[config.mk]
export PLATFORM = sky130hd
export DESIGN_NAME = vic_controller
export DESIGN_NICKNAME = d
export VERILOG_FILES = /design/src/include/vic_pkg.sv /design/src/verilog/vic_controller.sv
export SDC_FILE = /design/constraint.sdc
export NUM_CORES = 1
export LEC_CHECK = 0
export ABC_AREA = 1
export BUFFER_PORTS_ARGS = -buffer_cell sky130_fd_sc_hd__clkbuf_2
export CAP_MARGIN = 20
export CELL_PAD_IN_SITES_DETAIL_PLACEMENT = 0
export CELL_PAD_IN_SITES_GLOBAL_PLACEMENT = 1
export CORE_MARGIN = 8
export CORE_UTILIZATION = 30
export CTS_CLUSTER_SIZE = 16
export DETAILED_ROUTE_END_ITERATION = 6
export HOLD_SLACK_MARGIN = 0.02
export PLACE_DENSITY = 0.9
export SKIP_LAST_GASP = 1
export SYNTH_ARGS = -nofsm -noshare
export SYNTH_HDL_FRONTEND = slang
export SYNTH_SLANG_ARGS = --single-unit
[constraint.sdc]
create_clock -name clk_sys -period 1.6 [get_ports clk_sys]
set_clock_uncertainty 0.1 [all_clocks]
set_input_delay 0.08 -clock clk_sys [delete_from_list [all_inputs] [get_ports clk_sys]]
set_output_delay 0.08 -clock clk_sys [all_outputs]
set_load 0.02 [all_outputs]
[src/include/vic_pkg.sv]
package vic_pkg;
	// register map, byte addresses on the Avalon-MM slave
	localparam logic [7:0] ADDR_CTRL_PRIMARY = 8'h0b;
	localparam logic [7:0] ADDR_CTRL_CONVERTER = 8'h1e;
	localparam logic [7:0] ADDR_CORE_CTRL = 8'h40;
	// primary control fields
	localparam int BIT_GLOBAL_EN = 0;
	localparam int BIT_EXT_EN = 1;
	localparam int BIT_TA_EN = 2;
	localparam int BIT_TB_EN = 3;
	localparam int BIT_EXT_FLAG = 4;
	localparam int BIT_TA_FLAG = 5;
	localparam int BIT_TB_FLAG = 6;
	localparam int BIT_TEST = 7;
	// converter control fields
	localparam int BIT_CONV_EN = 0;
	localparam int BIT_CONV_FLAG = 4;
	// reset values
	localparam logic [7:0] RESET_PRIMARY = 8'h00;
	localparam logic [1:0] RESET_CONVERTER = 2'h0;
	// vectors
	localparam logic [7:0] VEC_EXT = 8'h04;
	localparam logic [7:0] VEC_TA = 8'h08;
	localparam logic [7:0] VEC_TB = 8'h0c;
	localparam logic [7:0] VEC_CONV = 8'h10;
	localparam logic [7:0] VEC_NONE = 8'h00;
	// external edge selection
	localparam logic [1:0] EDGE_FALL = 2'h0;
	localparam logic [1:0] EDGE_RISE = 2'h1;
	localparam logic [1:0] EDGE_BOTH = 2'h2;
	localparam int STACK_DEPTH = 4;

	typedef struct packed {
		logic ext_pin;
		logic timer_a_ovf;
		logic timer_b_ovf;
		logic conv_done;
		logic porta_fall;
		logic wdt_ovf;
	} vic_src_t;

	typedef struct packed {
		logic cycle_phase_two;
		logic return_from_irq_instr;
		logic plain_return_instr;
		logic [2:0] stack_pointer;
		logic low_power;
	} vic_core_in_t;

	typedef struct packed {
		logic call_req;
		logic [7:0] call_vector;
		logic push_pc;
		logic wake;
	} vic_core_out_t;
endpackage

[src/verilog/vic_controller.sv]
// The Avalon-MM interface to the registers was chosen for this implementation.
`timescale 1ns/1ps
// How it works
// - primary bits 0-3: global and source enables
// - primary bits 4-6: external, timer flags
// - converter register: enable bit0, flag bit4
// - masked requests still set their flags
// - software re-enable allows nesting unless full
// - full stack blocks every acknowledge
// - every source can wake device
// - acknowledge pushes only pc, then branches
// - external edge chosen by build option
// - external ack: vector 04, clear flag, global
// - timer a ack: vector 08, clear both
// - timer b ack: vector 0c, clear both
// - converter ack: vector 10, clear both
// - irq return sets global; plain return not
// - requests sampled at phase-two pulse
// - fixed priority external, ta, tb, converter
// - flags stay until serviced or cleared
// - wake on irq, port fall, wdt, timer flag
// - status register is never saved automatically
module vic_controller
	import vic_pkg::*;
#(
	parameter logic [1:0] EXT_EDGE = EDGE_FALL,
	parameter int DEPTH = STACK_DEPTH
) (
	// clock and reset
	input wire logic clk_sys,
	input wire logic reset,
	// avalon-mm slave
	input wire logic [7:0] avs_address,
	input wire logic avs_read,
	input wire logic avs_write,
	input wire logic [31:0] avs_writedata,
	output logic [31:0] avs_readdata,
	output logic avs_waitrequest,
	// interrupt sources; external, port and watchdog are asynchronous pins
	input wire vic_src_t src_in,
	// core sequencer
	input wire vic_core_in_t core_in,
	output vic_core_out_t core_out
);

	// ============================================================
	// state
	typedef struct packed {
		logic [2:0] ext_sync;
		logic ext_last;
		logic [2:0] pa_sync;
		logic [2:0] wdt_sync;
		logic ta_last;
		logic tb_last;
		logic cv_last;
		logic [7:0] primary;
		logic conv_en;
		logic conv_flag;
		logic bus_done;
		logic [31:0] rdata;
		vic_core_out_t out;
	} vic_state_t;

	vic_state_t state_reg;
	vic_state_t state_next;

	// ============================================================
	// helpers
	function automatic logic edge_hit(input logic prev, input logic cur);
		unique case (EXT_EDGE)
			EDGE_RISE: edge_hit = !prev && cur;
			EDGE_BOTH: edge_hit = prev != cur;
			default: edge_hit = prev && !cur;
		endcase
	endfunction

	function automatic logic hit(input logic [7:0] a);
		hit = avs_address == a;
	endfunction

	logic ext_stable;
	logic ext_evt;
	logic pa_fall;
	logic wdt_level;
	logic ta_evt;
	logic tb_evt;
	logic cv_evt;
	logic stack_full;
	logic [3:0] pending;
	logic [3:0] grant;
	logic wr_pri;
	logic wr_cnv;
	logic access;

	// ============================================================
	// synchronised pin edges
	// second and third stage must agree before a level counts
	always_comb begin
		ext_stable = state_reg.ext_sync[1] == state_reg.ext_sync[2];
		ext_evt = ext_stable &&
			edge_hit(state_reg.ext_last, state_reg.ext_sync[2]);
		pa_fall = state_reg.pa_sync[2] && !state_reg.pa_sync[1];
		// watchdog overflow comes from its own oscillator domain
		wdt_level = state_reg.wdt_sync[2] && state_reg.wdt_sync[1];
		// overflow and done inputs come from same-clock logic
		ta_evt = src_in.timer_a_ovf && !state_reg.ta_last;
		tb_evt = src_in.timer_b_ovf && !state_reg.tb_last;
		cv_evt = src_in.conv_done && !state_reg.cv_last;
	end

	// ============================================================
	// arbitration
	always_comb begin
		stack_full = core_in.stack_pointer >= 3'(DEPTH);
		pending[0] = state_reg.primary[BIT_EXT_FLAG] &&
			state_reg.primary[BIT_EXT_EN];
		pending[1] = state_reg.primary[BIT_TA_FLAG] &&
			state_reg.primary[BIT_TA_EN];
		pending[2] = state_reg.primary[BIT_TB_FLAG] &&
			state_reg.primary[BIT_TB_EN];
		pending[3] = state_reg.conv_flag && state_reg.conv_en;
		grant = 4'h0;
		// global enable gate; re-enabling inside a handler nests
		if (state_reg.primary[BIT_GLOBAL_EN] && !stack_full &&
			core_in.cycle_phase_two && !state_reg.out.call_req) begin
			if (pending[0]) begin
				grant = 4'h1;
			end else if (pending[1]) begin
				grant = 4'h2;
			end else if (pending[2]) begin
				grant = 4'h4;
			end else if (pending[3]) begin
				grant = 4'h8;
			end
		end
	end

	// ============================================================
	// next state
	always_comb begin
		state_next = state_reg;
		access = (avs_read || avs_write) && !state_reg.bus_done;
		// writes land only at the edge that ends the wait state
		wr_pri = avs_write && state_reg.bus_done &&
			hit(ADDR_CTRL_PRIMARY);
		wr_cnv = avs_write && state_reg.bus_done &&
			hit(ADDR_CTRL_CONVERTER);
		state_next.ext_sync = {state_reg.ext_sync[1:0], src_in.ext_pin};
		state_next.pa_sync = {state_reg.pa_sync[1:0], src_in.porta_fall};
		state_next.wdt_sync = {state_reg.wdt_sync[1:0],
			src_in.wdt_ovf};
		if (ext_stable) begin
			state_next.ext_last = state_reg.ext_sync[2];
		end
		state_next.ta_last = src_in.timer_a_ovf;
		state_next.tb_last = src_in.timer_b_ovf;
		state_next.cv_last = src_in.conv_done;

		// software write first; hardware events override below
		if (wr_pri) begin
			state_next.primary = avs_writedata[7:0];
		end
		if (wr_cnv) begin
			state_next.conv_en = avs_writedata[BIT_CONV_EN];
			state_next.conv_flag = avs_writedata[BIT_CONV_FLAG];
		end
		if (core_in.return_from_irq_instr) begin
			state_next.primary[BIT_GLOBAL_EN] = 1'b1;
		end
		// acknowledge clears the granted flag and global enable
		if (grant != 4'h0) begin
			state_next.primary[BIT_GLOBAL_EN] = 1'b0;
		end
		if (grant[0]) begin
			state_next.primary[BIT_EXT_FLAG] = 1'b0;
		end
		if (grant[1]) begin
			state_next.primary[BIT_TA_FLAG] = 1'b0;
		end
		if (grant[2]) begin
			state_next.primary[BIT_TB_FLAG] = 1'b0;
		end
		if (grant[3]) begin
			state_next.conv_flag = 1'b0;
		end
		// flags set regardless of masks; set beats any clear
		if (ext_evt) begin
			state_next.primary[BIT_EXT_FLAG] = 1'b1;
		end
		if (ta_evt) begin
			state_next.primary[BIT_TA_FLAG] = 1'b1;
		end
		if (tb_evt) begin
			state_next.primary[BIT_TB_FLAG] = 1'b1;
		end
		if (cv_evt) begin
			state_next.conv_flag = 1'b1;
		end

		// core outputs: pc push and vector only, no status save
		state_next.out.call_req = grant != 4'h0;
		state_next.out.push_pc = grant != 4'h0;
		unique case (1'b1)
			grant[0]: state_next.out.call_vector = VEC_EXT;
			grant[1]: state_next.out.call_vector = VEC_TA;
			grant[2]: state_next.out.call_vector = VEC_TB;
			grant[3]: state_next.out.call_vector = VEC_CONV;
			default: state_next.out.call_vector = VEC_NONE;
		endcase
		// any flag-raising or wake event wakes without enables; a standing flag wakes only if enabled
		state_next.out.wake = core_in.low_power &&
			(ext_evt || ta_evt || tb_evt || cv_evt || pa_fall ||
			wdt_level || (pending != 4'h0));

		// bus: answer one cycle after the request appears
		state_next.bus_done = access;
		state_next.rdata = 32'h0;
		if (access && avs_read) begin
			if (hit(ADDR_CTRL_PRIMARY)) begin
				state_next.rdata = {24'h0, state_reg.primary};
			end else if (hit(ADDR_CTRL_CONVERTER)) begin
				state_next.rdata = {27'h0, state_reg.conv_flag, 3'h0,
					state_reg.conv_en};
			end
		end
	end

	always_ff @(posedge clk_sys) begin
		if (reset) begin
			state_reg <= '0;
			// pin idles high; a low reset value would fake an edge
			state_reg.ext_sync <= 3'h7;
			state_reg.ext_last <= 1'h1;
			state_reg.primary <= RESET_PRIMARY;
			state_reg.conv_en <= RESET_CONVERTER[0];
			state_reg.conv_flag <= RESET_CONVERTER[1];
		end else begin
			state_reg <= state_next;
		end
	end

	always_comb begin
		avs_waitrequest = (avs_read || avs_write) && !state_reg.bus_done;
		avs_readdata = state_reg.rdata;
		core_out = state_reg.out;
	end

	// ============================================================
	// checks
	chk_no_ack_full: assert property (
		@(posedge clk_sys) disable iff (reset)
		stack_full |-> grant == 4'h0)
		else $error("acknowledge while stack full");
	chk_ack_clears_ge: assert property (
		@(posedge clk_sys) disable iff (reset)
		(grant != 4'h0 && !core_in.return_from_irq_instr) |=>
		!state_reg.primary[BIT_GLOBAL_EN] && core_out.call_req)
		else $error("acknowledge did not clear global enable");
	chk_ext_vector: assert property (
		@(posedge clk_sys) disable iff (reset)
		grant[0] |=> core_out.call_vector == VEC_EXT)
		else $error("wrong external vector");
	chk_conv_vector: assert property (
		@(posedge clk_sys) disable iff (reset)
		grant[3] |=> core_out.call_vector == VEC_CONV &&
		!$past(pending[0]))
		else $error("wrong converter vector or priority");
	chk_mask_blocks: assert property (
		@(posedge clk_sys) disable iff (reset)
		!state_reg.primary[BIT_GLOBAL_EN] |=> !core_out.call_req)
		else $error("acknowledge while globally masked");
	chk_phase_only: assert property (
		@(posedge clk_sys) disable iff (reset)
		core_out.call_req |-> $past(core_in.cycle_phase_two))
		else $error("acknowledge outside phase pulse");
	chk_return_from_irq_instr_sets: assert property (
		@(posedge clk_sys) disable iff (reset)
		core_in.return_from_irq_instr && grant == 4'h0 |=>
		state_reg.primary[BIT_GLOBAL_EN])
		else $error("irq return did not set global enable");
	chk_flag_sticky: assert property (
		@(posedge clk_sys) disable iff (reset)
		state_reg.primary[BIT_TA_FLAG] && !grant[1] && !wr_pri |=>
		state_reg.primary[BIT_TA_FLAG])
		else $error("timer a flag lost");
	chk_conv_rsvd: assert property (
		@(posedge clk_sys) disable iff (reset)
		$past(access && avs_read && hit(ADDR_CTRL_CONVERTER)) |->
		avs_readdata[3:1] == 3'h0 && avs_readdata[7:5] == 3'h0)
		else $error("converter reserved bits not zero");
	chk_wake_timer: assert property (
		@(posedge clk_sys) disable iff (reset)
		core_in.low_power && ta_evt |=> core_out.wake)
		else $error("timer flag did not wake");
	chk_ta_vector: assert property (
		@(posedge clk_sys) disable iff (reset)
		grant[1] |=> core_out.call_vector == VEC_TA)
		else $error("wrong timer a vector");
	chk_tb_vector: assert property (
		@(posedge clk_sys) disable iff (reset)
		grant[2] |=> core_out.call_vector == VEC_TB)
		else $error("wrong timer b vector");
	chk_ext_clear: assert property (
		@(posedge clk_sys) disable iff (reset)
		grant[0] && !ext_evt |=>
		!state_reg.primary[BIT_EXT_FLAG])
		else $error("external flag not cleared on acknowledge");
	chk_ta_clear: assert property (
		@(posedge clk_sys) disable iff (reset)
		grant[1] && !ta_evt |=>
		!state_reg.primary[BIT_TA_FLAG])
		else $error("timer a flag not cleared on acknowledge");
	chk_conv_clear: assert property (
		@(posedge clk_sys) disable iff (reset)
		grant[3] && !cv_evt |=> !state_reg.conv_flag)
		else $error("converter flag not cleared on acknowledge");
	chk_ext_sets: assert property (
		@(posedge clk_sys) disable iff (reset)
		ext_evt |=> state_reg.primary[BIT_EXT_FLAG])
		else $error("external edge did not set its flag");
	chk_ta_sets: assert property (
		@(posedge clk_sys) disable iff (reset)
		ta_evt |=> state_reg.primary[BIT_TA_FLAG])
		else $error("timer a overflow did not set its flag");
	chk_conv_sets: assert property (
		@(posedge clk_sys) disable iff (reset)
		cv_evt |=> state_reg.conv_flag)
		else $error("conversion done did not set its flag");
	chk_sw_set_req: assert property (
		@(posedge clk_sys) disable iff (reset)
		wr_pri && avs_writedata[BIT_EXT_FLAG] && !grant[0] |=>
		state_reg.primary[BIT_EXT_FLAG])
		else $error("software set of external flag lost");
	chk_take_gates: assert property (
		@(posedge clk_sys) disable iff (reset)
		core_out.call_req |->
		$past(state_reg.primary[BIT_GLOBAL_EN]) && !$past(stack_full))
		else $error("acknowledge without global enable");
	chk_one_call: assert property (
		@(posedge clk_sys) disable iff (reset)
		core_out.call_req |=> !core_out.call_req)
		else $error("call request longer than one cycle");
	chk_push_pairs: assert property (
		@(posedge clk_sys) disable iff (reset)
		core_out.push_pc == core_out.call_req)
		else $error("pc push not paired with call");
	chk_idle_vector: assert property (
		@(posedge clk_sys) disable iff (reset)
		!core_out.call_req |-> core_out.call_vector == VEC_NONE)
		else $error("vector shown without call");
	chk_ret_keeps: assert property (
		@(posedge clk_sys) disable iff (reset)
		core_in.plain_return_instr && !core_in.return_from_irq_instr &&
		grant == 4'h0 && !wr_pri |=>
		state_reg.primary[BIT_GLOBAL_EN] ==
		$past(state_reg.primary[BIT_GLOBAL_EN]))
		else $error("plain return changed global enable");
	chk_prio_ext: assert property (
		@(posedge clk_sys) disable iff (reset)
		pending[0] && grant != 4'h0 |-> grant[0])
		else $error("external request lost priority");
	chk_prio_conv: assert property (
		@(posedge clk_sys) disable iff (reset)
		grant[3] |-> pending[2:0] == 3'h0)
		else $error("converter granted over higher source");
	chk_phase_gate: assert property (
		@(posedge clk_sys) disable iff (reset)
		!core_in.cycle_phase_two |-> grant == 4'h0)
		else $error("grant outside phase pulse");
	chk_pri_read: assert property (
		@(posedge clk_sys) disable iff (reset)
		$past(access && avs_read && hit(ADDR_CTRL_PRIMARY)) |->
		avs_readdata == {24'h0, $past(state_reg.primary)})
		else $error("primary register read back wrong");
	chk_wake_lp: assert property (
		@(posedge clk_sys) disable iff (reset)
		!core_in.low_power |=> !core_out.wake)
		else $error("wake outside low power");
	chk_wake_wdt: assert property (
		@(posedge clk_sys) disable iff (reset)
		core_in.low_power && wdt_level |=> core_out.wake)
		else $error("watchdog overflow did not wake");
	chk_wake_pending: assert property (
		@(posedge clk_sys) disable iff (reset)
		core_in.low_power && pending != 4'h0 |=> core_out.wake)
		else $error("pending request did not wake");
	chk_wake_port: assert property (
		@(posedge clk_sys) disable iff (reset)
		core_in.low_power && pa_fall |=> core_out.wake)
		else $error("port fall did not wake");
endmodule

==> run_results.csv <==
group,metric,value,unit
synth,yosysUniqueCellTypes,24,
cts,cts_buffer_depth,2,
synth,synth_area_leaders,"dfxtp_1, buf_4, inv_1",
drt,first_pass_iters,4,
sta,finalSetupTns,0,ns
global_routing,grt_antenna_before_repair,0,
cts,worstSkewPairLatency,0.29,ns
drt,highest_layer,"met4",
final_layout,areaGrowthSynthToFinish,20.04,%
global_routing,grt.overflow.total,0,
drt,wl_met3,402,microns
setup_path,timing.rr.start,"state_reg[43]",
floorplanning,ios,101,
hold_path,worst_hold_path.num_cells,2,
synth,avgSynthCellArea,7.586,sq um
floorplanning,initial_core_util,0.3073,
final_layout,stdcell_count,362,
setup_path,crit_path_frequent_cell,"nor2_1",
setup_path,r2r_cells,6,
global_routing,grt_pass1_vias,1458,
setup_path,cp_num_cells,8,
cts,cts_tree,"yes",
placed_design,post_dp_cell_area,1883,sq um
floorplanning,placementRows,28,
final_layout,diodes,0,
final_layout,multiInputGateArea,679.4,sq um
cts,cts_buffers,5,
global_routing,grt_max_degree,15,
drt,drt_iter0_markers,73,
synth,yosysTopAreaCell,"dfxtp_1",
final_layout,fillers,613,
drt,ant_nets,0,
final_layout,final_area,2158,sq um
setup_path,worstPathRequired,1.72,ns
cts,htree_levels,2,
power_and_ir_drop,switchingPower,488.4,uW
synth,yosys_register_bits,37,
cts,clkSlewWorstSetupHoldPaths,0.07,ns
setup_path,crit_slowest_cell,"dlygate4sd3_1",
global_routing,grt_pass1_wl,6.258,mm
cts,cts-root-buf,"clkbuf_8",
placed_design,portBuffers,44,
sta,hold_violations,0,
synth,synth_top_cell_area_share,0.4120,
setup_path,cp_data_arrival_time,1.54,ns
hold_path,worstHoldStart,"reset",
sta,finalSetupViolCount,0,
drt,drc,0,
floorplanning,placeableCoreArea,5851,sq um
placed_design,dpl.cell_count,339,
final_layout,most-common-layout-cells,"clkbuf_2, inv_1, dfxtp_1",
setup_path,path_cells,"dlygate4sd3_1 > clkbuf_2 > o21bai_1 > inv_1 > nand2_1 > nor2_1 > nand3_1 > nor2_1",
power_and_ir_drop,clkPwrFrac,0.413,
drt,viasPerCell,3.970,
setup_path,critPathKind,"input pin to flop",
floorplanning,die_w,93.42,microns
power_and_ir_drop,power.density,938.6,nW/um^2
synth,yosysWarningCount,0,
sta,maxSlewViolCount,0,
cts,clock-sinks,37,
final_layout,nNetsFinal,343,
final_layout,layout-drive-gt1-share,0.2334,
floorplanning,die_height,93.42,microns
drt,met2_wirelength,1.680,mm
setup_path,critPathLaunchType,"input pin",
power_and_ir_drop,power.share.sequential,0.472,
power_and_ir_drop,internal_power,1537,uW
power_and_ir_drop,peakVddDrop,278.0,uV
setup_path,crit_buf_inv,3,
sta,rsz0062_at_grt,"no",
power_and_ir_drop,swShare,0.2411,
synth,yosysSeqAreaShare,0.4120,
global_routing,gr-usage-all-layers,0.08831,
drt,vias,1437,
setup_path,slowest_delay,0.52,ns
final_layout,final-seq-area,740.7,sq um
synth,synth_area,1798,sq um
synth,synthCells,237,
setup_path,path_max_fanout,6,
placed_design,hpwl,2.929,mm
sta,clock.fmax,703.2,MHz
final_layout,final_common_cell,"clkbuf_2",
drt,wl_met1,1.565,mm
drt,wl,3.685,mm
setup_path,worstSetupEndpointType,"flop",
power_and_ir_drop,p_leak,0.001075,uW
flow_run,drv_cap,0,
setup_path,cpLargestDelayFamily,"buffers and inverters",
setup_path,r2r_setup_slack,0.20,ns
placed_design,gp_congestion,0.8314,
final_layout,largest_reg_flops,18,
floorplanning,die_area,8726,sq um
setup_path,rr_endpoint,"avs_readdata[3]",
hold_path,hold_path_class,"input pin to flop",
status,status,"finished, final reports clean",
drt,wl_per_cell,10.18,microns
hold_path,min_to,"state_reg[50]",
sta,min_period_over_period,0.8888,
sta,fin_crit,1.422,ns
power_and_ir_drop,combinationalPowerShare,0.115,
## stage by stage
step	worst slack (ns)	power, uW	util	hold slack, ns
final	0.1779	2026	0.3689	0.04562
after global placement	0.2346	1175	0.3219	0.1696
after global routing	0.03991	2131	0.3689	0.07013
after CTS	0.2026	2049	0.3681	0.03780
after detailed placement	0.2171	1178	0.3219	0.1672
after floorplan	0.3817	1171	-	0.08381
## repair_timing
item	4_1_cts	5_1_grt
endpoints found under the hold margin	14	0
gates resized for setup	0	1
hold buffers	15	0
buffers inserted	0	0
endpoints found under the setup margin	0	3
## synthesized netlist by cell type, drive strengths merged
| master | number |
|---|---|
| a211oi | 1 |
| a21oi | 17 |
| buf | 44 |
| clkbuf | 2 |
| conb | 1 |
| dfxtp | 37 |
| inv | 39 |
| nand2 | 32 |
| nand3 | 11 |
| nand4 | 5 |
| nor2 | 30 |
| nor3 | 2 |
| nor3b | 1 |
| o2111ai | 1 |
| o21ai | 8 |
| o21bai | 1 |
| or2 | 5 |
## cell type report
| class | count | area share |
|---|---|---|
| sequential | 37 | 0.3432 |
| multi-input combinational | 143 | 0.3148 |
| timing repair buffer | 60 | 0.1751 |
| inverter | 39 | 0.06783 |
| tap | 75 | 0.04348 |
| clock buffer | 6 | 0.03826 |
| clock inverter | 2 | 0.01739 |
## cell families after synthesis
family / synth area share
AND/OR/NAND/NOR: 0.2296
AO/OA/AOI/OAI: 0.08491
other: 0.002086
buffers and inverters: 0.2714
flip-flops: 0.4120
## power by group through the flow
stage                     clock, uW  combinational, uW  sequential (uW)
after floorplan                   0                196              974
after global placement            0                199              976
after detailed placement          0                201              977
after CTS                       861                232              955
after global routing            910                262              959
final                           836                234              956
## metal layers
metal / global-route usage / vias to the layer above
li1: - / 759
met1: 0.09499 / 625
met5: 0 / -
met3: 0.04327 / 4
met2: 0.1445 / 49
met4: 0.03624 / 0
## worst max-delay path by stage
stage                              from  slack (ns)               to
after floorplan           state_reg[43]        0.38  avs_readdata[1]
after detailed placement  state_reg[43]        0.22  avs_readdata[3]
after global placement    state_reg[43]        0.23  avs_readdata[2]
after CTS                      avs_read        0.20  avs_readdata[3]
after global routing           avs_read        0.04  avs_readdata[5]
final                          avs_read        0.18  avs_readdata[3]
Power figures use the tool's default switching activity.
